### config.mk
export PLATFORM = sky130hd
export DESIGN_NAME = dpgc_gpio_config
export DESIGN_NICKNAME = d
export VERILOG_FILES = /design/src/hdl/dpgc_pkg.sv /design/src/hdl/dpgc_gpio_config.sv
export SDC_FILE = /design/constraint.sdc
export NUM_CORES = 1
export LEC_CHECK = 0
export BUFFER_PORTS_ARGS = -buffer_cell sky130_fd_sc_hd__buf_2
export CORE_ASPECT_RATIO = 1.2
export CORE_MARGIN = 8
export CORE_UTILIZATION = 59
export DETAILED_ROUTE_END_ITERATION = 6
export HOLD_SLACK_MARGIN = 0.08
export PLACE_DENSITY = 0.85
export SYNTH_ARGS = -nofsm -noshare
export SYNTH_HDL_FRONTEND = slang
export SYNTH_SLANG_ARGS = --single-unit
### constraint.sdc
create_clock -name ref_clk -period 3.3 [get_ports ref_clk]
set_input_delay 0.33 -clock ref_clk [delete_from_list [all_inputs] [get_ports ref_clk]]
set_output_delay 0.33 -clock ref_clk [all_outputs]
set_load 0.05 [all_outputs]
### src/hdl/dpgc_pkg.sv
// Purpose: shared constants and types for the dual port gpio config block
// Assumes: byte-wide register file reached by a simple internal access port
// Notes: offsets are the printed register addresses
package dpgc_pkg;
  localparam logic [7:0] GPIO0_CFG_OFS = 8'h0D;
  localparam logic [7:0] GPIO12_CFG_OFS = 8'h0E;
  localparam logic [7:0] GPIO3_CFG_OFS = 8'h0F;
  localparam logic [7:0] LOC56_CFG_OFS = 8'h10;
  localparam logic [7:0] LOC78_CFG_OFS = 8'h11;
  localparam logic [7:0] IN_LEVELS_OFS = 8'h1C;
  localparam logic [7:0] IN_GPIO8_OFS = 8'h1D;
  localparam logic [7:0] PORT_SEL_OFS = 8'h1E;
  // port selector fields
  localparam int FIRST_PICK_BIT = 0;
  localparam int SECOND_PICK_BIT = 1;
  localparam int SECOND_ADDR_EN_BIT = 2;
  localparam logic [7:0] PORT_SEL_RST = 8'h01;
  localparam logic [7:0] CFG_RST = 8'h00;
  // configuration nibble codes
  localparam logic [3:0] CODE_LOCAL_LOW = 4'h1;
  localparam logic [3:0] CODE_LOCAL_HIGH = 4'h9;
  localparam logic [3:0] CODE_INPUT = 4'h3;
  localparam logic [3:0] CODE_FORWARD = 4'h3;
  localparam logic [3:0] CODE_BACK = 4'h5;
  localparam int LINK_GPIOS = 4;
  localparam int LOCAL_GPIOS = 4;

  // one register access as seen by the block
  typedef struct packed
  {
    logic read;
    logic write;
    logic secondAddr;
    logic [7:0] addr;
    logic [7:0] wdata;
  } dpgc_req_t;

  // per-port link gpio pin control
  typedef struct packed
  {
    logic [3:0] pinOut;
    logic [3:0] pinOe;
    logic [3:0] fwdData;
    logic [3:0] fwdValid;
  } dpgc_link_t;
endpackage : dpgc_pkg

### src/hdl/dpgc_gpio_config.sv
// Purpose: dual port link gpio and local gpio configuration registers
// Assumes: i2c slave logic outside decodes the two slave addresses
// Notes: one per-port copy of each link gpio config register
`timescale 1ns/1ps
module dpgc_gpio_config
#(
  parameter int NUM_PORTS = 2
)
(
  input wire logic ref_clk,
  input wire logic rst,
  input wire dpgc_pkg::dpgc_req_t regReq,
  output logic [7:0] regRdata,
  input wire logic twoLaneMode,
  input wire logic [3:0] linkPinIn,
  input wire logic [3:0] linkPin2In,
  input wire logic [3:0] backSample,
  input wire logic backSampleValid,
  input wire logic [3:0] backSample2,
  input wire logic backSample2Valid,
  output dpgc_pkg::dpgc_link_t linkPort1,
  output dpgc_pkg::dpgc_link_t linkPort2,
  input wire logic [3:0] localPinIn,
  output logic [3:0] localPinOut,
  output logic [3:0] localPinOe_n,
  output logic [3:0] audioInMask
);
  import dpgc_pkg::*;

  logic [7:0] portSel_reg;
  logic [7:0] cfg0_reg [NUM_PORTS];
  logic [7:0] cfg12_reg [NUM_PORTS];
  logic [7:0] cfg3_reg [NUM_PORTS];
  logic [7:0] loc56_reg;
  logic [7:0] loc78_reg;
  logic [3:0] held_reg [NUM_PORTS];
  logic [7:0] rdata_next;
  logic [NUM_PORTS-1:0] wrPort;
  logic rdSecond;
  logic [3:0] locNib [LOCAL_GPIOS];
  logic [3:0] linkIn [NUM_PORTS];
  logic [3:0] bcIn [NUM_PORTS];
  logic [NUM_PORTS-1:0] bcValid;
  logic [NUM_PORTS-1:0] portOn;
  logic wrSel;
  logic wrCfg0;
  logic wrCfg12;
  logic wrCfg3;
  logic wrLoc56;
  logic wrLoc78;
  logic rdStrobe;

  // write strobes, one per register; the input level registers and
  // unmapped offsets decode to nothing, so writes there fall away
  always_comb
  begin
    wrSel = regReq.write && (regReq.addr == PORT_SEL_OFS);
    wrCfg0 = regReq.write && (regReq.addr == GPIO0_CFG_OFS);
    wrCfg12 = regReq.write && (regReq.addr == GPIO12_CFG_OFS);
    wrCfg3 = regReq.write && (regReq.addr == GPIO3_CFG_OFS);
    wrLoc56 = regReq.write && (regReq.addr == LOC56_CFG_OFS);
    wrLoc78 = regReq.write && (regReq.addr == LOC78_CFG_OFS);
    rdStrobe = regReq.read;
  end

  // port steering; the second address overrides the pick bits when bit 2 of the selector enables it
  // with neither pick bit set a read still shows the first copy,
  // so it never floats, but a write then lands in no port at all
  always_comb
  begin
    if (regReq.secondAddr && portSel_reg[SECOND_ADDR_EN_BIT])
    begin
      wrPort = 2'b10;
      rdSecond = 1'b1;
    end
    else
    begin
      wrPort[0] = portSel_reg[FIRST_PICK_BIT];
      wrPort[1] = portSel_reg[SECOND_PICK_BIT];
      rdSecond = portSel_reg[SECOND_PICK_BIT];
    end
  end

  // port selector register; shared, so its own pick bits never steer it
  always_ff @(posedge ref_clk)
  begin
    if (rst)
      portSel_reg <= PORT_SEL_RST;
    else if (wrSel)
      portSel_reg <= regReq.wdata;
  end

  // duplicated link gpio config, one copy per port
  always_ff @(posedge ref_clk)
  begin
    for (int p = 0; p < NUM_PORTS; p++)
    begin
      if (rst)
      begin
        cfg0_reg[p] <= CFG_RST;
        cfg12_reg[p] <= CFG_RST;
        cfg3_reg[p] <= CFG_RST;
      end
      else
      begin
        // both copies load at the same edge when both ports are picked,
        // which keeps the two link gpio sets in step during bring-up
        if (wrCfg0 && wrPort[p])
        begin
          cfg0_reg[p] <= regReq.wdata;
        end
        if (wrCfg12 && wrPort[p])
        begin
          cfg12_reg[p] <= regReq.wdata;
        end
        if (wrCfg3 && wrPort[p])
        begin
          cfg3_reg[p] <= regReq.wdata;
        end
      end
    end
  end

  // shared local gpio config, reached from local or remote masters alike
  always_ff @(posedge ref_clk)
  begin
    if (rst)
    begin
      loc56_reg <= CFG_RST;
      loc78_reg <= CFG_RST;
    end
    else
    begin
      // no copy goes to the far end; local state stays local
      if (wrLoc56)
      begin
        loc56_reg <= regReq.wdata;
      end
      if (wrLoc78)
      begin
        loc78_reg <= regReq.wdata;
      end
    end
  end

  // nibble views and per-port inputs
  always_comb
  begin
    locNib[0] = loc56_reg[3:0];
    locNib[1] = loc56_reg[7:4];
    locNib[2] = loc78_reg[3:0];
    locNib[3] = loc78_reg[7:4];
    linkIn[0] = linkPinIn;
    linkIn[1] = linkPin2In;
    bcIn[0] = backSample;
    bcIn[1] = backSample2;
    bcValid[0] = backSampleValid;
    bcValid[1] = backSample2Valid;
    portOn[0] = 1'b1;
    portOn[1] = twoLaneMode;
  end

  // latest back-channel sample, held between frames
  always_ff @(posedge ref_clk)
  begin
    for (int p = 0; p < NUM_PORTS; p++)
    begin
      if (rst)
        held_reg[p] <= 4'h0;
      else if (bcValid[p] && portOn[p])
        held_reg[p] <= bcIn[p];
    end
  end

  // link gpio pin control for both ports
  always_comb
  begin
    linkPort1 = '0;
    linkPort2 = '0;
    for (int p = 0; p < NUM_PORTS; p++)
    begin
      dpgc_link_t l;
      logic [3:0] n [LINK_GPIOS];
      l = '0;
      n[0] = cfg0_reg[p][3:0];
      n[1] = cfg12_reg[p][3:0];
      n[2] = cfg12_reg[p][7:4];
      n[3] = cfg3_reg[p][3:0];
      for (int g = 0; g < LINK_GPIOS; g++)
      begin
        // forward: sample pin and send; back: drive held sample
        if (portOn[p] && n[g] == CODE_FORWARD)
        begin
          l.fwdValid[g] = 1'b1;
          l.fwdData[g] = linkIn[p][g];
          l.pinOe[g] = 1'b1;
        end
        else if (portOn[p] && n[g] == CODE_BACK)
        begin
          l.pinOut[g] = held_reg[p][g];
          l.pinOe[g] = 1'b0;
        end
        else
          l.pinOe[g] = 1'b1;
      end
      if (p == 0)
        linkPort1 = l;
      else
        linkPort2 = l;
    end
  end

  // local gpios: register driven only, gpio mode masks the audio input
  always_comb
  begin
    for (int i = 0; i < LOCAL_GPIOS; i++)
    begin
      localPinOut[i] = (locNib[i] == CODE_LOCAL_HIGH);
      localPinOe_n[i] = !((locNib[i] == CODE_LOCAL_LOW) ||
                          (locNib[i] == CODE_LOCAL_HIGH));
      audioInMask[i] = (locNib[i] == CODE_LOCAL_LOW) ||
                       (locNib[i] == CODE_LOCAL_HIGH) ||
                       (locNib[i] == CODE_INPUT);
    end
  end

  // read mux
  always_comb
  begin
    int s;
    s = rdSecond ? 1 : 0;
    rdata_next = 8'h00;
    case (regReq.addr)
      GPIO0_CFG_OFS: rdata_next = cfg0_reg[s];
      GPIO12_CFG_OFS: rdata_next = cfg12_reg[s];
      GPIO3_CFG_OFS: rdata_next = cfg3_reg[s];
      LOC56_CFG_OFS: rdata_next = loc56_reg;
      LOC78_CFG_OFS: rdata_next = loc78_reg;
      IN_LEVELS_OFS:
      begin
        // gpio 0-3 at bits 3:0, bit 4 unused, 5-7 above
        rdata_next[3:0] = linkPinIn;
        rdata_next[4] = 1'b0;
        rdata_next[7:5] = localPinIn[2:0];
      end
      IN_GPIO8_OFS: rdata_next[0] = localPinIn[3];
      PORT_SEL_OFS: rdata_next = portSel_reg;
      default: rdata_next = 8'h00;
    endcase
  end

  // read data registered on a read request and held until the next one,
  // so a slow bus side may pick it up late
  always_ff @(posedge ref_clk)
  begin
    if (rst)
      regRdata <= 8'h00;
    else if (rdStrobe)
      regRdata <= rdata_next;
  end
endmodule : dpgc_gpio_config

==> summary.txt, run 1 <==
CTS
  • Root buf cell: clkbuf_8
  • H-tree level count: 3
  • Hold buffer count at CTS: 0
  • CTS buffer count: 9
  • Longest Clk Path Bufs: 2
  • TritonCTS clock tree: built
  • CTS resizes: 0
  • Post-CTS setup buffers: 0
  • Clk slew on worst S/H paths: 0.08 ns
  • Worst-Skew Late Latency: 0.36 ns
  • CTS sink cnt: 88

Placed design
  • RD Place Congestion: 0.872
  • Dpl cells: 600
  • DP Area: 0.00500 sq mm
  • Detail Placement HPWL: slightly above 9000 microns
  • Port Buffers: 95
  • Post-placement worst setup slack: 0.693 ns

Global routing
  • Layer with the highest usage: met2
  • GRT met2 Usage: 0.370
  • Overall routing resource usage: 0.225
  • Global route overflow: 0
  • Initial antenna violation count: 0
  • First-pass GRT wire length: 18200 microns
  • Largest net degree at the start of global routing: 43
  • Met1 Use GR: 0.282
  • Vias in the first global route: 3503
  • Met3 usage: 0.0262

Logic synthesis
  • YS warnings: 0
  • Cell variety after synth: 46
  • Yosys top cell by area: edfxtp_1
  • Cell Area, Synth: approximately 0.0045 sq mm
  • Async S/R FF share, synth: 0
  • Avg Cell Area, Syn: approximately 10 sq um
  • Syn Nets: roughly 470
  • Yosys top cell area share: 0.376
  • Seq/Total Area, Yosys: 0.519
  • Top post-synthesis cells by area: edfxtp_1, dfxtp_1, and2_1
  • Synth Flop Type: edfxtp_1
  • Synthesized instance count: 429
  • Number of synthesized flops with an enable pin: 56
  • Synth Register Bits: 88

Critical path
  • Crit Path Class: input pin to flop
  • Critical Path Max Stage Delay: ~0.66 ns
  • Arrival @ worst endpoint: 2.28 ns
  • Critical path, cell by cell: buf_2, nor4_1, and3_1, nand2_1, o21bai_1
  • Worst Path Buf+Inv: 1
  • Worst Setup Start Kind: input pin
  • CP Data Required Time: about 3.3 ns
  • CP Capture Type: flop
  • Crit Path Max Fanout: 13
  • CP top delay family: simple AND/OR/NAND/NOR gates
  • Critical Path Slowest Stage Cell: o21bai_1

Floorplan
  • CORE AREA: 0.00753 sq mm
  • Die Span Y: 111 microns
  • Cell Rows: 35
  • I/O pin cnt: between 90 and 100
  • Die width: ~95 microns
  • Starting density of the core: 0.594
  • Die ar.: 0.0106 sq mm

Timing
  • Post-layout min period: 2.29 ns
  • Hold Fails Final Rpt: 0
  • Clock Skews: 0.00732 ns
  • Highest clock frequency the design can meet: 437 MHz
  • Fin Setup TNS: 0 ns
  • Rel. slew slack: 0.426
  • RSZ-0062 raised after global routing: no
  • Worst-Margin Slew: between 0.8 and 0.9 ns
  • PnR worst setup slack: around 1.0 ns
  • Final Max Slew Viols: 0
  • Final period util: 0.693
  • Setup violations, final: 0

Final layout
  • Final net count: 563
  • Area growth from synthesis to layout: 16.9%
  • Area of the multi-input gates: 0.00202 sq mm
  • Seq. cell area: 0.00232 sq mm
  • N_diodes: 0
  • Post-route cell area: about 0.0052 sq mm
  • Share of layout cells above drive strength 1: 0.263
  • Fin cells: approximately 620
  • Filler cell count: 584

Detailed routing
  • Antenna Nets Post-Route: 0
  • Drt pass-1 iters: 5
  • DRC Markers: 0
  • DR iter-0 viols: 337
  • Vias: 3708
  • Per-cell routed wire length: 19.4 microns
  • Vias per cell: 6.02
  • Final WL: 11900 microns

Flow run
  • Max-capacitance violation count: 0

Min path
  • Worst hold path type: input pin to flop

Power and ir drop
  • Overall power: 2180 uW
  • PD cells: 416 mW/mm^2
  • Worst VDD drop: 0.000271 V
  • Pleak: 0.00205 uW

Run status
  • Status: complete, no violations
==> cell usage after synthesis, types with 6 or more instances <==
library cell and number:
and2_1 66, nand2b_1 6, inv_1 13, or2_2 7, a311oi_1 7, mux2i_1 11
a21o_1 8, clkbuf_1 13, a21oi_1 28, mux4_2 8, nor2_1 28, dfxtp_1 32
nand3_1 25, nand2_1 48, edfxtp_1 56, nand3b_1 9
==> layout by cell type, fill, tap and decap left out, types with 6 or more instances in the layout <==
cell and n:
or2_2 7, nand2_1 48, nand3b_1 9, nand3_1 25, mux4_2 8, a311oi_1 7, buf_2 95, a21oi_1 28
nor2_1 28, and2_1 66, nand2b_1 6, inv_1 13, clkbuf_8 12, dfxtp_1 32, edfxtp_1 56, mux2i_1 11
a21o_1 8
==> per-layer routing <==
layer	share of wire	vias up
met2	0.50	231
met1	0.36	1717
met5	0	-
li1	-	1725
met3	0.097	35
met4	0.042	0
==> through the flow <==
stage	hold slack (ns)	utilization
finish	0.248	0.694
global route	0.245	0.694
CTS	0.250	0.694
detailed placement	0.450	0.664
global placement	0.443	0.664
floorplan	0.436	-
==> path summary, 6_finish.rpt <==
check	from	to	slack [ns]	cells after the start
max reg2reg	portSel_reg[2]	cfg12_reg[1][2]	1.15	5
max	regReq[13]	cfg3_reg[0][0]	1.01	5
min	backSample2[3]	held_reg[1][3]	0.25	2
min reg2reg	loc56_reg[7]	loc56_reg[7]	0.48	2
==> cell type report <==
type,instances,area share
flip-flops and latches,88,0.444
multi-input cells,310,0.387
clock buffers,14,0.0412
well taps,92,0.0220
inverters,13,0.00933
repair buffers,97,0.0938
clock inverters,2,0.00239
==> report_power, final <==
group          internal, uW  leakage (uW)  total [uW]  switching [uW]
registers              1200      0.000837        1210            16.3
logic                  55.0       0.00109         167             112
clock network           428      0.000120         795             366
==> logic make-up after synthesis <==
| kind of cell | after synthesis | share of synthesized area |
|---|---|---|
| compound gates | 65 | 0.0996 |
| buf+inv | 31 | 0.0285 |
| flops | 88 | 0.519 |
| mux | 19 | 0.0649 |
| simple gates | 226 | 0.288 |
Power figures use the tool's default switching activity.
==> run 2, diff against run 1 <==
ABC_AREA = 1   (was not set)
CORE_UTILIZATION = 50   (was 59)
PLACE_DENSITY = 0.77   (was 0.85)
clock period = 1.9 ns   (was 3.3 ns; I/O delays follow)
==> summary.txt, run 2 <==
Run status
  • Status: complete, no violations (unchanged)

Logic synthesis
  • Synth Register Bits: 88 (unchanged)
  • Synth top cells by count: nand2_1, nor2_1, nand3_1 (was and2_1, edfxtp_1, nand2_1)
  • Cell variety after synth: 33 (was 46)
  • YS warnings: 0 (unchanged)
  • Avg Cell Area, Syn: 8.06 sq um (was 10.4 sq um)
  • Seq/Total Area, Yosys: 0.488 (was 0.519)
  • Synth Flop Type: edfxtp_1 (unchanged)
  • Yosys top cell area share: 0.353 (was 0.376)
  • Cell Area, Synth: 0.00476 sq mm (was 0.00447 sq mm)
  • Count leader, synth: nand2_1 (was and2_1)
  • Top post-synthesis cells by area: edfxtp_1, dfxtp_1, nand2_1 (was edfxtp_1, dfxtp_1, and2_1)
  • Synthesized instance count: 591 (was 429)
  • Async S/R FF share, synth: 0 (unchanged)
  • Number of synthesized flops with an enable pin: 56 (unchanged)
  • Syn Nets: 635 (was 473)
  • Yosys top cell by area: edfxtp_1 (unchanged)

Floorplan
  • Die ar.: 0.0129 sq mm (was 0.0106 sq mm)
  • I/O pin cnt: 96 (unchanged)
  • Starting density of the core: 0.506 (was 0.594)
  • CORE AREA: 0.00942 sq mm (was 0.00753 sq mm)
  • Cell Rows: 39 (was 35)
  • Die Span Y: 123 microns (was 111 microns)
  • Die width: 105 microns (was 95.5 microns)

Final layout
  • Final net count: 728 (was 563)
  • Share of layout cells above drive strength 1: 0.263 (about the same)
  • Post-route cell area: 0.00568 sq mm (was 0.00523 sq mm)
  • Most frequent cells in the layout: nand2_1, buf_2, nor2_1 (was buf_2, and2_1, edfxtp_1)
  • Area growth from synthesis to layout: 19.3% (was 16.9%)
  • Most common cell after layout, fill and taps aside: nand2_1 (was buf_2)
  • N_diodes: 0 (unchanged)

Timing
  • Hold Fails Final Rpt: 0 (unchanged)
  • Worst-Margin Slew: 0.449 ns (was 0.848 ns)
  • Post-layout min period: between 1.5 and 2 ns
  • Rel. slew slack: 0.700 (was 0.426)
  • RSZ-0062 raised after global routing: no (unchanged)
  • Fin Setup TNS: 0 ns (unchanged)
  • Clock Skews: 0.00589 ns (was 0.00732 ns)
  • Setup violations, final: 0 (unchanged)
  • Final Max Slew Viols: 0 (unchanged)
  • Highest clock frequency the design can meet: 560 MHz
  • Final period util: 0.940

Flow run
  • Max-capacitance violation count: 0 (unchanged)

CTS
  • Post-CTS setup buffers: 0 (unchanged)
  • Root buf cell: clkbuf_16 (was clkbuf_8)
  • Clk slew on worst S/H paths: 0.06 ns (was 0.08 ns)
  • Worst-Skew Late Latency: 0.35 ns (was 0.36 ns)
  • H-tree level count: 3 (unchanged)
  • Hold buffer count at CTS: 1 (was 0)
  • Longest Clk Path Bufs: 2 (unchanged)
  • CTS sink cnt: 88 (unchanged)
  • CTS buffer count: 9 (unchanged)
  • CTS resizes: 0 (unchanged)
  • TritonCTS clock tree: built (unchanged)

Placed design
  • Port Buffers: 95 (unchanged)
  • RD Place Congestion: 0.926 (was 0.872)
  • Detail Placement HPWL: 9610 microns (was 9080 microns)
  • DP Area: 0.00539 sq mm (was 0.00500 sq mm)

Critical path
  • CP Capture Type: output port (was flop)
  • Crit Path Max Fanout: 2 (was 13)
  • Worst Setup SP: cfg3_reg[1][3] (was regReq[13])
  • CP endpoint: linkPort2[15] (was cfg3_reg[0][0])
  • CP Data Required Time: 1.71 ns (was 3.30 ns)
  • Critical R2R Capture: cfg0_reg[1][2] (was cfg12_reg[1][2])
  • Arrival @ worst endpoint: 1.60 ns (was 2.28 ns)
  • Critical Path Max Stage Delay: 0.39 ns (was 0.66 ns)
  • Setup slack, reg-to-reg: 0.32 ns (was 1.15 ns)
  • Crit Path Class: flop to output port (was input pin to flop)
  • Critical path, cell by cell: nand3b_1, nand3b_1, nor2_2, buf_2 (was buf_2, nor4_1, and3_1, nand2_1, o21bai_1)
  • Top cell by count, worst path: nand3b_1
  • Reg-to-reg critical path startpoint: portSel_reg[2] (unchanged)
  • Worst reg2reg path depth: 5 (unchanged)
  • Worst Setup Start Kind: flop (was input pin)
  • Critical Path Slowest Stage Cell: edfxtp_1 (was o21bai_1)

Detailed routing
  • Final WL: 12500 microns (was 11900 microns)
  • Drt pass-1 iters: 5 (unchanged)
  • DRC Markers: 0 (unchanged)
  • Antenna Nets Post-Route: 0 (unchanged)
  • Per-cell routed wire length: 15.3 microns (was 19.4 microns)
  • DR iter-0 viols: 347 (was 337)
  • Vias per cell: 5.25 (was 6.02)
  • Vias: 4265 (was 3708)

Power and ir drop
  • Overall power: 4160 uW (was 2180 uW)
  • PD cells: 732 mW/mm^2 (was 416 mW/mm^2)
  • Pleak: 0.00265 uW (was 0.00205 uW)
  • Worst VDD drop: 0.000511 V (was 0.000271 V)

Global routing
  • Met3 usage: 0.0568 (was 0.0262)
  • Global route overflow: 0 (unchanged)
  • Largest net degree at the start of global routing: 39 (was 43)
  • GRT met2 Usage: 0.340 (was 0.370)
  • Vias in the first global route: 4069 (was 3503)
  • Layer with the highest usage: met2 (unchanged)
  • Initial antenna violation count: 0 (unchanged)
  • First-pass GRT wire length: 19700 microns (was 18200 microns)
  • Overall routing resource usage: 0.195 (was 0.225)
  • Met1 Use GR: 0.214 (was 0.282)

Min path
  • Worst hold path type: input pin to flop (unchanged)
run 2: worst min path at each step:
stage / depth (start not counted) / slack (ns) / start / end
2_1_floorplan: 2 / 0.32 / regReq[0] / portSel_reg[0]
3_3_place_gp: 3 / 0.42 / regReq[0] / portSel_reg[0]
3_5_place_dp: 3 / 0.44 / regReq[0] / portSel_reg[0]
4_1_cts: 3 / 0.14 / backSample[0] / held_reg[0][0]
5_1_grt: 3 / 0.15 / backSample[0] / held_reg[0][0]
6_report: 3 / 0.14 / backSample[0] / held_reg[0][0]
run 2: cells by family after synthesis:
logic type	count (synthesis)	share of synthesized area
flops	88	0.488
buf+inv	90	0.0901
compound gates	62	0.0741
simple gates	351	0.348
run 2: per-stage QoR:
step           cells  utilization  setup WS (ns)  hold slack, ns
2_1_floorplan    591            -         -0.114           0.316
6_report         812        0.604          0.113           0.143
4_1_cts          812        0.604         0.0908           0.145
5_1_grt          812        0.604         0.0266           0.152
3_3_place_gp     795        0.572          0.329           0.422
3_5_place_dp     795        0.572          0.299           0.442
run 2: layer usage:
layer  up-vias  part of all wire  wire length [microns]
met5         -                 0                      0
met4         0             0.030                    368
met3        26             0.078                    968
met2       180              0.49                   6120
met1      1953              0.40                   5000
li1       2106                 -                      -
run 2: power by group:
group / total, uW / leakage (uW) / switching [uW] / internal (uW)
Sequential: 2130 / 0.000817 / 35.0 / 2090
Clock: 1700 / 0.000145 / 689 / 1010
Combinational: 340 / 0.00169 / 243 / 96.7
run 2: layout make-up:
type	count	area (sq um)
clock buffers	14	277
clock inverters	2	11.3
fillers	844	3730
inverters	67	251
multi-input cells	413	2090
flip-flops and latches	88	2320
well taps	123	154
repair buffers	105	578
run 2: worst max-delay path, delay by kind of cell, from the launching register on:
kind                   cells  cell delay (ns)
AND/OR/NAND/NOR            3             0.60
buffers and inverters      1             0.26
flip-flops                 1             0.39
